[src/verilog/mar_map.vh]
// Purpose: Offsets, field positions, reset values and channel numbers for the monitor register bank.
// Assumes: Byte-wide register access through the serial slave's address and data strobes.
// Notes:   Multi-byte registers are stored high byte first at consecutive offsets.
`ifndef MAR_MAP_VH
`define MAR_MAP_VH

// ----------------------------------------------------------------------------
// Register offsets
// ----------------------------------------------------------------------------
`define MAR_OFS_MB_HA    8'h00
`define MAR_OFS_MB_LA    8'h02
`define MAR_OFS_MB_HW    8'h04
`define MAR_OFS_MB_LW    8'h06
`define MAR_OFS_MC_HA    8'h08
`define MAR_OFS_MC_LA    8'h0a
`define MAR_OFS_MC_HW    8'h0c
`define MAR_OFS_MC_LW    8'h0e
`define MAR_OFS_RES_T    8'h10
`define MAR_OFS_RES_S    8'h12
`define MAR_OFS_RES_A    8'h14
`define MAR_OFS_RES_B    8'h16
`define MAR_OFS_RES_C    8'h18
`define MAR_OFS_STAT     8'h1a
`define MAR_OFS_RDY      8'h1b
`define MAR_OFS_ALM0     8'h1c
`define MAR_OFS_ALM1     8'h1d
`define MAR_OFS_WRN0     8'h1e
`define MAR_OFS_WRN1     8'h1f
`define MAR_OFS_SPARE    8'h20
`define MAR_OFS_PWE      8'h21
`define MAR_OFS_TBL      8'h25
`define MAR_OFS_MODE     8'h26
`define MAR_OFS_TIDX     8'h27
`define MAR_OFS_IEN      8'h28
`define MAR_OFS_RA       8'h29
`define MAR_OFS_RB       8'h2a

// ----------------------------------------------------------------------------
// Reset values
// ----------------------------------------------------------------------------
`define MAR_RST_HI       16'h0fff
`define MAR_RST_LO       16'h0000
`define MAR_RST_RES      16'h0000
`define MAR_RST_ALM0     8'h10
`define MAR_RST_WRN      8'h00
`define MAR_RST_PWE      32'h000fffff
`define MAR_RST_TBL      8'h00
`define MAR_RST_MODE     8'h03
`define MAR_RST_TIDX     8'h00
`define MAR_RST_IEN      8'hf8
`define MAR_RST_RSET     8'hff

// ----------------------------------------------------------------------------
// Field positions
// ----------------------------------------------------------------------------
`define MAR_MODE_TEN     0
`define MAR_MODE_AEN     1
`define MAR_ST_RHIZ      7
`define MAR_ST_FIRST_BUFFERED_OUTPUT      2
`define MAR_ST_SECOND_BUFFERED_OUTPUT      1
`define MAR_ST_RDYB      0
`define MAR_ALM1_MINT    5

// ----------------------------------------------------------------------------
// Channel numbering
// ----------------------------------------------------------------------------
`define MAR_CH_T         0
`define MAR_CH_S         1
`define MAR_CH_A         2
`define MAR_CH_B         3
`define MAR_CH_C         4

`endif

[src/verilog/mar_regs.v]
// Purpose: Register bank of the monitoring device: limits, results, flags, passwords, modes.
// Assumes: A serial slave outside presents byte writes, byte read addresses and Stop pulses.
// Notes:   Limits of temperature, supply and monitor a are inputs; lookup tables are external.
`timescale 1ns/1ns
`include "mar_map.vh"

// Function
// - High alarm follows measurement versus high limit.
// - Low alarm follows measurement versus low limit.
// - High warning follows measurement versus high limit.
// - Low warning follows measurement versus low limit.
// - Temperature result signed, read-only, resets zero.
// - Supply and monitor results read-only, reset zero.
// - High-impedance status bit, resets to one.
// - Status mirrors first buffered output level.
// - Status mirrors second buffered output level.
// - Ready-bar reads one below power-on trip.
// - One conversion-ready flag per channel.
// - Low supply trip forces supply low flags.
// - Maskable interrupt bit from enabled alarms.
// - Two alarm flag registers, first resets 10h.
// - Two warning flag registers, reset zero.
// - Two password levels via write-only entry.
// - Table select register chooses upper table.
// - Recall enable bit gates lookup recall.
// - Manual resistor values applied at Stop.
// - Auto index bit gates index updates.
// - Recalled values load both resistors together.
// - Index register addresses both lookup tables.
// - Resistor registers update on temperature completion.
// - Interrupt enable register defaults F8h.
module mar_regs #(
    parameter [31:0] USER_PW  = 32'h00000001,
    parameter [31:0] ADMIN_PW = 32'h00000002
) (
    input  wire        ref_clk,
    input  wire        sys_rst,
    input  wire        wr_stb,
    input  wire [7:0]  wr_addr,
    input  wire [7:0]  wr_data,
    input  wire [7:0]  rd_addr,
    output reg  [7:0]  rd_data_r,
    input  wire        stop_stb,
    input  wire        conv_done,
    input  wire [2:0]  conv_ch,
    input  wire [15:0] conv_value,
    input  wire [7:0]  calc_index,
    input  wire [15:0] low_ch_limits_ha,
    input  wire [15:0] low_ch_limits_la,
    input  wire [15:0] low_ch_limits_hw,
    input  wire [15:0] low_ch_limits_lw,
    input  wire [7:0]  lut_a_data,
    input  wire [7:0]  lut_b_data,
    input  wire        supply_low_pin,
    input  wire        res_hiz_pin,
    input  wire        first_buffered_output_level_pin,
    input  wire        second_buffered_output_level_pin,
    output reg  [7:0]  lut_addr_r,
    output reg  [7:0]  resistor_a_setting_r,
    output reg  [7:0]  resistor_b_setting_r,
    output reg  [7:0]  memory_table_select_r,
    output reg         user_password_level_r,
    output reg         admin_password_level_r,
    output reg         mint_r
);

// ----------------------------------------------------------------------------
// Pin synchronisers
// ----------------------------------------------------------------------------
reg  [3:0] sync1_r;
reg  [3:0] sync2_r;
always @(posedge ref_clk or posedge sys_rst) begin
    if (sys_rst) begin
        sync1_r <= 4'h9;
        sync2_r <= 4'h9;
    end else begin
        sync1_r <= {res_hiz_pin, first_buffered_output_level_pin, second_buffered_output_level_pin, supply_low_pin};
        sync2_r <= sync1_r;
    end
end
// Logic reads only the second stage; the first may still be settling.
wire supply_low = sync2_r[0];

// ----------------------------------------------------------------------------
// Storage
// ----------------------------------------------------------------------------
reg  [15:0] lim_r [0:7];
reg  [15:0] res_r [0:4];
reg  [4:0]  rdy_r;
reg  [4:0]  ah_r;
reg  [4:0]  al_r;
reg  [4:0]  wh_r;
reg  [4:0]  wl_r;
reg  [31:0] pwe_r;
reg  [7:0]  spare_r;
reg  [7:0]  mode_r;
reg  [7:0]  tidx_r;
reg  [7:0]  ien_r;
reg  [7:0]  man_a_r;
reg  [7:0]  man_b_r;
reg         man_pend_r;
reg         recall_pend_r;
reg         recall_wait_r;
integer     i;

wire lookup_recall_enable = mode_r[`MAR_MODE_TEN];
wire auto_index_enable = mode_r[`MAR_MODE_AEN];
wire pw2 = (pwe_r == ADMIN_PW);
wire pw1 = (pwe_r == USER_PW) | pw2;

// ----------------------------------------------------------------------------
// Helper functions
// ----------------------------------------------------------------------------
// Byte lane of a two-byte register: even offset is the high byte.
function [15:0] put_byte;
    input [15:0] old;
    input        lo;
    input [7:0]  b;
    begin
        put_byte = lo ? {old[15:8], b} : {b, old[7:0]};
    end
endfunction

// Unsigned compares; temperature is compared signed.
function gt;
    input [15:0] a;
    input [15:0] b;
    input        sgn;
    begin
        gt = sgn ? ($signed(a) > $signed(b)) : (a > b);
    end
endfunction

// Read side of a two-byte register, same lane order as put_byte.
function [7:0] get_byte;
    input [15:0] w;
    input        lo;
    begin
        get_byte = lo ? w[7:0] : w[15:8];
    end
endfunction

// Channel vectors count from temperature at bit 0; the bytes the host sees
// carry temperature in bit 7, so the two orders are swapped here.
function [4:0] rev5;
    input [4:0] v;
    begin
        rev5 = {v[0], v[1], v[2], v[3], v[4]};
    end
endfunction

// ----------------------------------------------------------------------------
// Channel limit select
// ----------------------------------------------------------------------------
// Limits for a channel: external for the first three, local for b and c.
reg [15:0] c_ha;
reg [15:0] c_la;
reg [15:0] c_hw;
reg [15:0] c_lw;
always @* begin
    c_ha = low_ch_limits_ha;
    c_la = low_ch_limits_la;
    c_hw = low_ch_limits_hw;
    c_lw = low_ch_limits_lw;
    if (conv_ch == `MAR_CH_B) begin
        c_ha = lim_r[0];
        c_la = lim_r[1];
        c_hw = lim_r[2];
        c_lw = lim_r[3];
    end else if (conv_ch == `MAR_CH_C) begin
        c_ha = lim_r[4];
        c_la = lim_r[5];
        c_hw = lim_r[6];
        c_lw = lim_r[7];
    end
end

wire sg = (conv_ch == `MAR_CH_T);
wire cv = conv_done & (conv_ch <= `MAR_CH_C);
wire [4:0] chm = 5'h01 << conv_ch;
wire limit_wr = wr_stb & pw2 & (wr_addr < `MAR_OFS_RES_T);

// ----------------------------------------------------------------------------
// Limits, results and flags
// ----------------------------------------------------------------------------
always @(posedge ref_clk or posedge sys_rst) begin
    if (sys_rst) begin
        for (i = 0; i < 8; i = i + 1) begin
            lim_r[i] <= i[0] ? `MAR_RST_LO : `MAR_RST_HI;
        end
        for (i = 0; i < 5; i = i + 1) begin
            res_r[i] <= `MAR_RST_RES;
        end
        rdy_r <= 5'h00;
        ah_r  <= 5'h00;
        al_r  <= 5'h02;
        wh_r  <= 5'h00;
        wl_r  <= 5'h00;
    end else begin
        // Limits need the admin level; reading them is open to everyone.
        if (limit_wr) begin
            lim_r[wr_addr[3:1]] <= put_byte(lim_r[wr_addr[3:1]], wr_addr[0], wr_data);
        end
        if (cv) begin
            res_r[conv_ch] <= conv_value;
            rdy_r <= rdy_r | chm;
            if (gt(conv_value, c_ha, sg)) ah_r <= ah_r | chm;
            else if (gt(c_ha, conv_value, sg)) ah_r <= ah_r & ~chm;
            if (gt(c_la, conv_value, sg)) al_r <= al_r | chm;
            else if (gt(conv_value, c_la, sg)) al_r <= al_r & ~chm;
            if (gt(conv_value, c_hw, sg)) wh_r <= wh_r | chm;
            else if (gt(c_hw, conv_value, sg)) wh_r <= wh_r & ~chm;
            if (gt(c_lw, conv_value, sg)) wl_r <= wl_r | chm;
            else if (gt(conv_value, c_lw, sg)) wl_r <= wl_r & ~chm;
        end
        // The trip level outranks any measurement taken in the same cycle.
        if (supply_low) begin
            al_r[`MAR_CH_S] <= 1'b1;
            wl_r[`MAR_CH_S] <= 1'b1;
        end
    end
end

// ----------------------------------------------------------------------------
// Control registers, passwords and resistor path
// ----------------------------------------------------------------------------
wire temp_done = cv & (conv_ch == `MAR_CH_T);
// A resistor byte that lands with the Stop keeps its request for the next Stop.
wire man_wr    = wr_stb & pw2 & ~lookup_recall_enable & ((wr_addr == `MAR_OFS_RA) | (wr_addr == `MAR_OFS_RB));
always @(posedge ref_clk or posedge sys_rst) begin
    if (sys_rst) begin
        pwe_r         <= `MAR_RST_PWE;
        spare_r       <= `MAR_RST_TBL;
        memory_table_select_r <= `MAR_RST_TBL;
        mode_r        <= `MAR_RST_MODE;
        tidx_r        <= `MAR_RST_TIDX;
        ien_r         <= `MAR_RST_IEN;
        man_a_r       <= `MAR_RST_RSET;
        man_b_r       <= `MAR_RST_RSET;
        man_pend_r    <= 1'b0;
        recall_pend_r <= 1'b0;
        recall_wait_r <= 1'b0;
        lut_addr_r    <= `MAR_RST_TIDX;
        resistor_a_setting_r <= `MAR_RST_RSET;
        resistor_b_setting_r <= `MAR_RST_RSET;
    end else begin
        // Write-only bytes are stored here but never reach the read port.
        if (wr_stb) begin
            case (wr_addr)
                `MAR_OFS_SPARE: spare_r <= wr_data;
                `MAR_OFS_PWE:   pwe_r[31:24] <= wr_data;
                8'h22:          pwe_r[23:16] <= wr_data;
                8'h23:          pwe_r[15:8]  <= wr_data;
                8'h24:          pwe_r[7:0]   <= wr_data;
                `MAR_OFS_TBL:   memory_table_select_r <= wr_data;
                `MAR_OFS_MODE:  if (pw2) mode_r <= wr_data;
                `MAR_OFS_TIDX:  if (pw2 && !auto_index_enable) tidx_r <= wr_data;
                `MAR_OFS_IEN:   if (pw2) ien_r <= wr_data;
                `MAR_OFS_RA:    if (pw2 && !lookup_recall_enable) begin
                    man_a_r    <= wr_data;
                    man_pend_r <= 1'b1;
                end
                `MAR_OFS_RB:    if (pw2 && !lookup_recall_enable) begin
                    man_b_r    <= wr_data;
                    man_pend_r <= 1'b1;
                end
                default: ;
            endcase
        end
        // A written index is used from the next temperature completion.
        if (temp_done && auto_index_enable) begin
            tidx_r <= calc_index;
        end
        lut_addr_r <= tidx_r;
        // Recall waits two cycles: one for the new index to reach lut_addr_r,
        // one for the tables to answer that address.
        recall_wait_r <= temp_done & lookup_recall_enable;
        recall_pend_r <= recall_wait_r;
        if (recall_pend_r && lookup_recall_enable) begin
            resistor_a_setting_r <= lut_a_data;
            resistor_b_setting_r <= lut_b_data;
        end else if (stop_stb && man_pend_r && !lookup_recall_enable) begin
            resistor_a_setting_r <= man_a_r;
            resistor_b_setting_r <= man_b_r;
            man_pend_r <= man_wr;
        end
    end
end

// ----------------------------------------------------------------------------
// Status, interrupt and read port
// ----------------------------------------------------------------------------
// Enable bits run temperature first from bit 7, like the flag bytes.
wire [4:0] enabled = (ah_r | al_r) & rev5(ien_r[7:3]);
wire [7:0] st_byte = {
    sync2_r[3],
    4'h0,
    sync2_r[2],
    sync2_r[1],
    supply_low
};
wire [7:0] alm0 = {
    ah_r[`MAR_CH_T], al_r[`MAR_CH_T],
    ah_r[`MAR_CH_S], al_r[`MAR_CH_S],
    ah_r[`MAR_CH_A], al_r[`MAR_CH_A],
    ah_r[`MAR_CH_B], al_r[`MAR_CH_B]
};
wire [7:0] alm1 = {
    ah_r[`MAR_CH_C], al_r[`MAR_CH_C],
    mint_r,
    5'h00
};
wire [7:0] wrn0 = {
    wh_r[`MAR_CH_T], wl_r[`MAR_CH_T],
    wh_r[`MAR_CH_S], wl_r[`MAR_CH_S],
    wh_r[`MAR_CH_A], wl_r[`MAR_CH_A],
    wh_r[`MAR_CH_B], wl_r[`MAR_CH_B]
};
wire [7:0] wrn1 = {
    wh_r[`MAR_CH_C], wl_r[`MAR_CH_C],
    6'h00
};

// ----------------------------------------------------------------------------
// Read mux
// ----------------------------------------------------------------------------
// Protected bytes read as zero without the admin level, never as stale data.
reg [7:0] rd_nxt;
always @* begin
    rd_nxt = 8'h00;
    if (rd_addr < `MAR_OFS_RES_T) begin
        rd_nxt = get_byte(lim_r[rd_addr[3:1]], rd_addr[0]);
    end else if (rd_addr < `MAR_OFS_STAT) begin
        rd_nxt = get_byte(res_r[rd_addr[3:1]], rd_addr[0]);
    end else begin
        case (rd_addr)
            `MAR_OFS_STAT: rd_nxt = st_byte;
            `MAR_OFS_RDY:  rd_nxt = {rev5(rdy_r), 3'h0};
            `MAR_OFS_ALM0: rd_nxt = alm0;
            `MAR_OFS_ALM1: rd_nxt = alm1;
            `MAR_OFS_WRN0: rd_nxt = wrn0;
            `MAR_OFS_WRN1: rd_nxt = wrn1;
            `MAR_OFS_TBL:  rd_nxt = memory_table_select_r;
            `MAR_OFS_MODE: rd_nxt = pw2 ? mode_r : 8'h00;
            `MAR_OFS_TIDX: rd_nxt = pw2 ? tidx_r : 8'h00;
            `MAR_OFS_IEN:  rd_nxt = pw2 ? ien_r : 8'h00;
            `MAR_OFS_RA:   rd_nxt = pw2 ? resistor_a_setting_r : 8'h00;
            `MAR_OFS_RB:   rd_nxt = pw2 ? resistor_b_setting_r : 8'h00;
            default:       rd_nxt = 8'h00;
        endcase
    end
end

// ----------------------------------------------------------------------------
// Output registers
// ----------------------------------------------------------------------------
// Levels leave through flops so the host never sees a decode glitch.
// The read byte answers the address of the previous edge.
always @(posedge ref_clk or posedge sys_rst) begin
    if (sys_rst) begin
        rd_data_r <= 8'h00;
        mint_r    <= 1'b0;
        user_password_level_r  <= 1'b0;
        admin_password_level_r <= 1'b0;
    end else begin
        rd_data_r <= rd_nxt;
        mint_r    <= |enabled;
        user_password_level_r  <= pw1;
        admin_password_level_r <= pw2;
    end
end

endmodule // mar_regs

[config.mk]
export PLATFORM = sky130hd
export DESIGN_NAME = mar_regs
export DESIGN_NICKNAME = d
export VERILOG_FILES = /design/src/verilog/mar_regs.v
export VERILOG_INCLUDE_DIRS = /design/src /design/src/verilog
export SDC_FILE = /design/constraint.sdc
export NUM_CORES = 1
export LEC_CHECK = 0
export BUFFER_PORTS_ARGS = -buffer_cell sky130_fd_sc_hd__buf_2
export CELL_PAD_IN_SITES_DETAIL_PLACEMENT = 0
export CELL_PAD_IN_SITES_GLOBAL_PLACEMENT = 1
export CORE_MARGIN = 2
export CORE_UTILIZATION = 45
export CTS_BUF_LIST = sky130_fd_sc_hd__clkbuf_4 sky130_fd_sc_hd__clkbuf_8
export DETAILED_ROUTE_END_ITERATION = 8
export GPL_TIMING_DRIVEN = 0
export MAX_ROUTING_LAYER = met4
export PLACE_DENSITY_LB_ADDON = 0.1
export SYNTH_ARGS = -nofsm -noshare
export SYNTH_HDL_FRONTEND = slang
export SYNTH_SLANG_ARGS = --single-unit
[constraint.sdc]
create_clock -name ref_clk -period 11.55 [get_ports ref_clk]
set_input_delay 1.7325 -clock ref_clk [delete_from_list [all_inputs] [get_ports ref_clk]]
set_output_delay 1.7325 -clock ref_clk [all_outputs]
set_load 0.05 [all_outputs]
==> results.toml, run 1 <==
[run_status]
status = "complete, no violations"

[layout]
area_growth_pct = 15.0
fin_cells = 2987
drive_above_1_share_pct = 29.1
fin_nets = 2596
num_antenna_cells = 0
fillers = 4352

[critical_path]
critical_path.max_stage_delay_ps = 800
worstPathRequired_ps = 12040
slowest_stage = "a211oi_1"
start_kind = "input port"
cp_top_family = "simple AND/OR/NAND/NOR gates"
path_max_fanout = 10
crit_type = "input port to flip-flop"
crit_top_cell = "clkbuf_1"
critPathCaptureType = "flip-flop"
crit_path_cell_trace = "clkbuf_1, nor3b_1, clkbuf_1, buf_2, mux2i_1, nor2_1, a21o_1, ha_1, clkbuf_1, nand4_1, nor4_1, nand4_1, nand3_1, o21ai_0, a211oi_1, o21ai_0"
arrival_ps = 7290
crit_cells = 16
crit_buf_inv = 4
rr_worst_depth = 10

[floorplanning]
die_h_um = 222
ios = 183
rows = 79
core_area_um2 = 46800
die-area_um2 = 49400
initial_core_util_pct = 45.8
die_width_um = 222

[sta]
whs_ps = 348
rsz0062_at_grt = "no"
slew_viol_final = 0
layout_setup_ws_ps = 4750
min_period_ps = 6800
final-setup-viol-count = 0
final_hold_viol_count = 0
clock.fmax_mhz = 147
worst_slew_pin_slew_ps = 1350
slew_headroom_pct = 10.1
finClkSkew_ps = 25.2
finalCritPeriodShare_pct = 58.9
setup_tns_ps = 0

[hold_path]
hold_class = "flip-flop to flip-flop"
hold_depth = 0

[grt]
grt_pass1_wl_um = 125000
track_usage_pct = 36.0
grt_remaining_overflow = 0
grt_max_degree = 130
antenna_found_initial = 2
first_global_vias = 18000

[clock_network]
cts.sinks = 359
cts-htree-levels = 3
hold_buffers = 0
cts_tree = "yes"
cts_buffer_depth = 3
cts-root-buf = "clkbuf_8"
clkLatencyLatePin_ps = 660
clk_pin_slew_ps = 60
cts_buffers = 68
post_cts_resize_count = 0
post_cts_buffers = 0

[drt]
met3_length_um = 6800
ant_nets = 0
drtPass1Iterations = 5
via_per_inst = 6.15
route.detailed.drc = 0
met2_length_um = 38300
highest_layer = "met4"
vias = 18400
wirelength_um = 86700
met1Wirelength_um = 37500
avgRoutedWirePerCell_um = 29.0
drt-initial-drc-count = 1853

[logic_synthesis]
synth_enable_flop_cells = 0
synth_top_area_cell = "dfrtp_1"
ys_ff_latch = 359
synth_ff_type = "dfrtp_1"
syn_area_per_cell_um2 = 10.3
ys_types = 66
yosysSeqAreaShare_pct = 42.6
syn_nets = 2343
yosysWarnings = 0
synth_top_area_share_pct = 28.9
synthesis.area_um2 = 21400
synth_top_cells_by_area = "dfrtp_1, dfstp_2, mux2_2"
postSynth.asyncResetShare_pct = 100
syn_inst = 2075

[run]
max_cap_viol_count = 0

[placed_design]
dp_hpwl_um = 64200
post-place-ws_ps = 4190
gp_congestion = 0.969
dp.cells = 2865
port_buffers = 179

[power_and_ir_drop]
vdd_drop_max_v = 0.000108
power_density_nw_per_um2 = 133
p_leak_uw = 0.0118
-- state kept, by name (all words and copies together), names as in the netlist, 4 cells and up, named ones only --
name and cells:
lim_r 128, res_r 80, pwe_r 32, ien_r 8, lut_addr_r 8, man_a_r 8, man_b_r 8, memory_table_select_r 8
mode_r 8, rd_data_r 8, resistor_a_setting_r 8, resistor_b_setting_r 8, tidx_r 8, rdy_r 5, sync1_r 4, sync2_r 4
-- synthesized netlist by cell type (11+ instances only) --
| master | instances |
|---|---|
| nand3_1 | 17 |
| a221o_1 | 15 |
| a221oi_1 | 57 |
| mux4_2 | 31 |
| nor4_1 | 11 |
| dfrtp_1 | 247 |
| nor3_1 | 21 |
| clkbuf_1 | 93 |
| mux2i_1 | 126 |
| a21o_1 | 51 |
| nand2b_1 | 15 |
| inv_1 | 100 |
| nor2b_1 | 18 |
| dfstp_2 | 112 |
| buf_2 | 24 |
| a21oi_1 | 114 |
| nand2_1 | 170 |
| mux2_2 | 201 |
| o21ai_0 | 197 |
| nand4_1 | 21 |
| and2_1 | 34 |
| nor2_1 | 131 |
| ha_1 | 128 |
| a22oi_1 | 15 |
-- worst paths after layout --
path	endpoint	startpoint	slack, ps
setup / recovery	flip-flop	conv_ch[0]	4750
hold / removal	recall_pend_r	recall_wait_r	350
setup reg to reg	flip-flop	lim_r[44]	7270
hold reg to reg	recall_pend_r	recall_wait_r	350
max in group asynchronous	lim_r[36]	sys_rst	8590
min in group asynchronous	res_r[70]	sys_rst	1020
-- logic make-up (layout without fill, tap and decap cells) --
logic type / after synthesis / in the layout / share of synthesized area, %
buffers and inverters: 227 / 532 / 4.15
XOR/XNOR: 4 / 4 / 0.164
AO/OA/AOI/OAI: 527 / 527 / 15.4
AND/OR/NAND/NOR: 472 / 472 / 10.5
multiplexers: 358 / 358 / 19.7
flip-flops: 359 / 359 / 42.6
adder cells (fa/ha/maj): 128 / 128 / 7.48
-- per-stage QoR --
| stage | cell area (µm²) | power, µW | util (%) |
|---|---|---|---|
| after floorplan | 21400 | 1720 | - |
| after detailed placement | 23200 | 1950 | 49.6 |
| after global routing | 24600 | 3400 | 52.7 |
| final | 24600 | 3270 | 52.7 |
| after CTS | 24600 | 3270 | 52.7 |
| after global placement | 23100 | 1930 | 49.4 |
-- worst register-to-register path: stages (launching register included) --
cell and delay (ps):
dfrtp_1 460, a221oi_1 750, inv_1 110, ha_1 320
nand4_1 190, nor4_1 700, nand4_1 330, nand3_1 180
o21ai_0 80, a211oi_1 800, o21ai_0 200
-- layout make-up --
class                   count  area [µm²]  share of cell area (%)
well taps                 607         759                    3.08
inverters                 100         383                    1.55
repair buffers            183         986                    4.00
clock inverters            11        68.8                   0.279
plain buffers             127         514                    2.09
flip-flops and latches    359        9120                    37.0
clock buffers             111        1380                    5.62
multi-input cells        1489       11400                    46.3
-- layout by cell type, fill, tap and decap left out, types with 34 or more instances in the layout --
| cell type | n |
|---|---|
| dfstp_2 | 112 |
| nand2_1 | 170 |
| mux2i_1 | 126 |
| and2_1 | 34 |
| o21ai_0 | 197 |
| buf_2 | 203 |
| inv_1 | 99 |
| a221oi_1 | 57 |
| a21oi_1 | 114 |
| nor2_1 | 131 |
| clkbuf_8 | 88 |
| mux2_2 | 201 |
| clkbuf_1 | 93 |
| ha_1 | 128 |
| dfrtp_1 | 247 |
| a21o_1 | 51 |
-- metal layers --
layer  vias up  track usage, %
met4         0            15.0
met1      9186            47.8
met5         -               -
met2       944            53.6
li1       8040               -
met3       199            7.30
-- where the power goes --
part	switching, µW	internal (µW)
clock	570	759
sequential	56.6	1350
combinational	358	176
No activity file was read; power rests on OpenSTA's default activity.
==> run 2, diff against run 1 <==
- clock period: 11.55 -> 5.85 ns (I/O delays scaled with it)
==> run 2 against run 1 <==
Register-to-register slack worse by 5300 ps. Total power up 100%. Clock power up 110%. Via count up 0.30%. Clock-buffer cell count unchanged. Sequential cell count unchanged. Cell count up 0.44%. Die area unchanged. Largest cell class unchanged. Largest power group unchanged.
==> results.toml, run 2 (synthesis results as in run 1) <==
[critical_path]
path_max_fanout = 10
crit_buf_inv = 3
arrival_ps = 6220
crit_type = "input port to flip-flop"
critical_path.max_stage_delay_ps = 1060
start_kind = "input port"
crit_path_cell_trace = "clkbuf_1, nor3b_1, clkbuf_1, buf_2, mux2i_1, nor2_1, a21o_1, ha_1, and3_1, and3_1, nand4_1, o21ai_0, o2bb2ai_1, a221o_1"
slowest_stage = "o21ai_0"
worstPathRequired_ps = 6390
cp_top_family = "compound AO/OA/AOI/OAI gates"
critPathCaptureType = "flip-flop"

[floorplanning]
rows = 79
ios = 183
core_area_um2 = 46800
die_width_um = 222
die_h_um = 222
initial_core_util_pct = 45.8
die-area_um2 = 49400

[drt]
avgRoutedWirePerCell_um = 29.1
vias = 18400
ant_nets = 0
drt-initial-drc-count = 1858
drtPass1Iterations = 7
route.detailed.drc = 0
via_per_inst = 6.14
wirelength_um = 87400

[sta]
rsz0062_at_grt = "no"
finalCritPeriodShare_pct = 97.1
whs_ps = 297
min_period_ps = 5680
clock.fmax_mhz = 176
slew_headroom_pct = 7.63
finClkSkew_ps = 31.4
final_hold_viol_count = 0
worst_slew_pin_slew_ps = 1350
slew_viol_final = 0
final-setup-viol-count = 0

[power_and_ir_drop]
seqPwrFrac_pct = 42.1
switching_power_uw = 1980
p_clk_share_pct = 41.7
vdd_drop_max_v = 0.000140
power_density_nw_per_um2 = 265
power.total_uw = 6590
combPwrFrac_pct = 16.2
p_leak_uw = 0.0119
swShare_pct = 30.1
intPower_uw = 4600

[clock_network]
cts.sinks = 359
cts_tree = "yes"
cts-htree-levels = 3
cts_buffers = 68
cts-root-buf = "clkbuf_8"
clk_pin_slew_ps = 60
hold_buffers = 0
post_cts_buffers = 0
clkLatencyLatePin_ps = 660
cts_buffer_depth = 3

[grt]
grt_max_degree = 43
grt_pass1_wl_um = 127000
antenna_found_initial = 1
track_usage_pct = 36.4
grt_remaining_overflow = 0
first_global_vias = 18600

[layout]
reg_top3 = "lim_r: 128 flops, res_r: 80 flops, pwe_r: 32 flops"
fillers = 4343
area_growth_pct = 15.9
fin_nets = 2603
multi_input_area_um2 = 11400
largest_reg_flops = 128
drive_above_1_share_pct = 29.5
final_common_cell = "dfrtp_1"
top_register = "lim_r"
regArea_um2 = 9120
final_cell_mix = "dfrtp_1, buf_2, mux2_2"

[run]
max_cap_viol_count = 0

[placed_design]
dp_hpwl_um = 65000
port_buffers = 179
gp_congestion = 1.01

[hold_path]
hold_class = "input port to asynchronous set/reset pin"

[run_status]
status = "complete, no violations"
run 2: layout make-up:
class	instances	share of cell area [%]
antenna	3	0.0302
buffer	127	2.07
clock buffer	111	5.55
clock inverter	14	0.544
inverter	100	1.53
multi-input combinational	1489	46.0
sequential	359	36.7
tap	607	3.06
timing repair buffer	190	4.44
run 2: final timing paths:
kind                                    start            end  slack, ps  depth (start not counted)
worst min register to register  recall_wait_r  recall_pend_r        350                          0
max in group asynchronous             sys_rst     lim_r[120]       3530                          8
worst max-delay path               conv_ch[0]      flip-flop        170                         14
worst max register to register      lim_r[63]      flip-flop       1940                         10
worst min-delay path                  sys_rst      res_r[64]        300                          2
min in group ref_clk              res_hiz_pin     sync1_r[3]        330                          1
run 2: per-layer routing:
metal | up-vias | track usage, % | part of all wire [%]
li1 | 8043 | - | -
met1 | 9224 | 47.9 | 43
met2 | 934 | 53.6 | 44
met3 | 224 | 7.58 | 7.8
met4 | 0 | 17.6 | 5.4
met5 | - | - | 0
run 2: per-stage QoR:
stage          cells  util (%)  setup WS, ps  setup TNS (ps)  instance area (µm²)
2_1_floorplan   2075         -           252               0                21400
3_3_place_gp    2861      49.4         -1990         -485030                23100
3_5_place_dp    2872      49.8          -707           -2860                23300
4_1_cts         2997      53.1           315               0                24800
5_1_grt         2997      53.1          21.6               0                24800
6_report        3000      53.1           169               0                24800
run 2: timing repair:
item / in CTS / in global routing
endpoints found under the setup margin: 1 / 4
hold endpoints to repair: 0 / 0
gates resized for setup: 1 / 1
pin swaps: 0 / 0
run 2: power by group through the flow:
stage               combinational (µW)  clock (µW)  sequential (µW)
floorplan                          592           0             2810
global placement                  1000           0             2810
detailed placement                1040           0             2810
CTS                               1050        2770             2770
global route                      1150        2880             2790
finish                            1060        2740             2780
==> run 3, diff against run 2 <==
- GPL_TIMING_DRIVEN: 0 -> not set
==> run 3 against run 2 <==
Cell count down 3.8%. Routed wire length down 12%. Via count down 5.1%. Non-clock buffer count shrank 103. Total power is 4.4% lower. Global-route usage fell by 4.2 points. Largest power group unchanged.
==> results.toml, run 3 (synthesis results as in run 1) <==
[sta]
setup_tns_ps = 0
min_period_ps = 4240
slew_headroom_pct = 16.3
worst_slew_pin_slew_ps = 1250
final-setup-viol-count = 0
whs_ps = 224
finalCritPeriodShare_pct = 72.5
slew_viol_final = 0
layout_setup_ws_ps = 1610
finClkSkew_ps = 47.3
clock.fmax_mhz = 236
final_hold_viol_count = 0
rsz0062_at_grt = "no"

[drt]
via_per_inst = 6.06
ant_nets = 0
drt-initial-drc-count = 1365
avgRoutedWirePerCell_um = 26.7
route.detailed.drc = 0
drtPass1Iterations = 6
vias = 17500
wirelength_um = 77000

[critical_path]
arrival_ps = 4750
slowest_stage = "nor2_2"
crit_type = "input port to flip-flop"
worstPathRequired_ps = 6360
critPathCaptureType = "flip-flop"
start_kind = "input port"
critical_path.max_stage_delay_ps = 920
crit_path_cell_trace = "buf_2, nor2b_1, and2_4, nor2_2, and2_1, a221oi_1, inv_1, ha_1, nand4_1, or3_1, o211ai_1, a21oi_1, a21boi_0, o21ai_0"
path_max_fanout = 28

[power_and_ir_drop]
p_leak_uw = 0.0117
switching_power_uw = 1850
combPwrFrac_pct = 15.7
power_density_nw_per_um2 = 259
vdd_drop_max_v = 0.000210
seqPwrFrac_pct = 44.2
swShare_pct = 29.4
intPower_uw = 4450
p_clk_share_pct = 40.2

[floorplanning]
die_h_um = 222
rows = 79
core_area_um2 = 46800
ios = 183
initial_core_util_pct = 45.8
die-area_um2 = 49400
die_width_um = 222

[clock_network]
clk_pin_slew_ps = 60
cts-htree-levels = 3
clkLatencyLatePin_ps = 680
cts_buffers = 67
cts.sinks = 359
hold_buffers = 0
cts-root-buf = "clkbuf_8"
post_cts_buffers = 0
cts_tree = "yes"
post_cts_resize_count = 0
cts_buffer_depth = 3

[run_status]
status = "complete, no violations"

[run]
max_cap_viol_count = 0

[grt]
track_usage_pct = 32.2
first_global_vias = 17300
antenna_found_initial = 3
grt_pass1_wl_um = 114000
grt_max_degree = 143
grt_remaining_overflow = 0

[layout]
final_cell_mix = "dfrtp_1, mux2_2, o21ai_0"
fillers = 4325
reg_top3 = "lim_r: 128 flops, res_r: 80 flops, pwe_r: 32 flops"
fin_nets = 2499
area_growth_pct = 13.3
fin_util_pct = 51.9
final_common_cell = "dfrtp_1"
design_area_um2 = 24300
top_register = "lim_r"
num_antenna_cells = 0
drive_above_1_share_pct = 30.6
largest_reg_flops = 128

[placed_design]
dp_hpwl_um = 55400
port_buffers = 182
placed_cell_area_um2 = 22900
gp_congestion = 1.01
post-place-ws_ps = 899

[hold_path]
hold_class = "input port to asynchronous set/reset pin"
[run 3: cell types whose count changed in the layout (fill, tap and decap cells not counted), sizes merged]
cell / change
clkbuf: -93
buf: -10
clkinv: -5
diode: -3
bufinv: -2
clkinvlp: -1
inv: -1
[run 3: layer usage]
layer / global-route usage [%] / wire [µm]
met5: - / 0
met4: 11.5 / 2830
met3: 4.70 / 4350
met2: 49.7 / 35300
met1: 43.3 / 34600
[run 3: cell type report]
type	instances	area [µm²]	share of cell area [%]
well taps	607	759	3.13
flip-flops and latches	359	9120	37.6
repair buffers	214	1190	4.91
inverters	100	379	1.56
clock buffers	111	1340	5.52
clock inverters	5	42.5	0.175
multi-input cells	1489	11400	47.1
[run 3: power groups by stage]
stage / combinational [µW] / clock (µW) / sequential, µW
3_3_place_gp: 965 / 0 / 2810
3_5_place_dp: 976 / 0 / 2820
5_1_grt: 1080 / 2710 / 2800
6_report: 987 / 2530 / 2780
4_1_cts: 981 / 2600 / 2780
2_1_floorplan: 592 / 0 / 2810
[run 3: path summary, 6_finish.rpt]
kind	start	endpoint	slack [ps]	cells past startpoint
worst max-delay path	conv_ch[1]	flip-flop	1610	14
worst min-delay path	sys_rst	res_r[79]	220	2
worst max register to register	pwe_r[22]	lim_r[63]	1840	6
worst min register to register	sync1_r[3]	sync2_r[3]	360	0
max in group asynchronous	sys_rst	recall_pend_r	4260	3
min in group ref_clk	supply_low_pin	sync1_r[0]	330	1
[run 3: critical path, delay by kind of cell]
family                   cells  cell delay [ps]
AO/OA/AOI/OAI                5             1170
AND/OR/NAND/NOR              6             2270
buffers and inverters        2              250
adder cells (fa/ha/maj)      1              170
[run 3: through the flow]
step	total power [µW]	instances
final	6300	2885
after global placement	3780	2769
after global routing	6590	2885
after CTS	6360	2885
after detailed placement	3790	2769
after floorplan	3400	2075
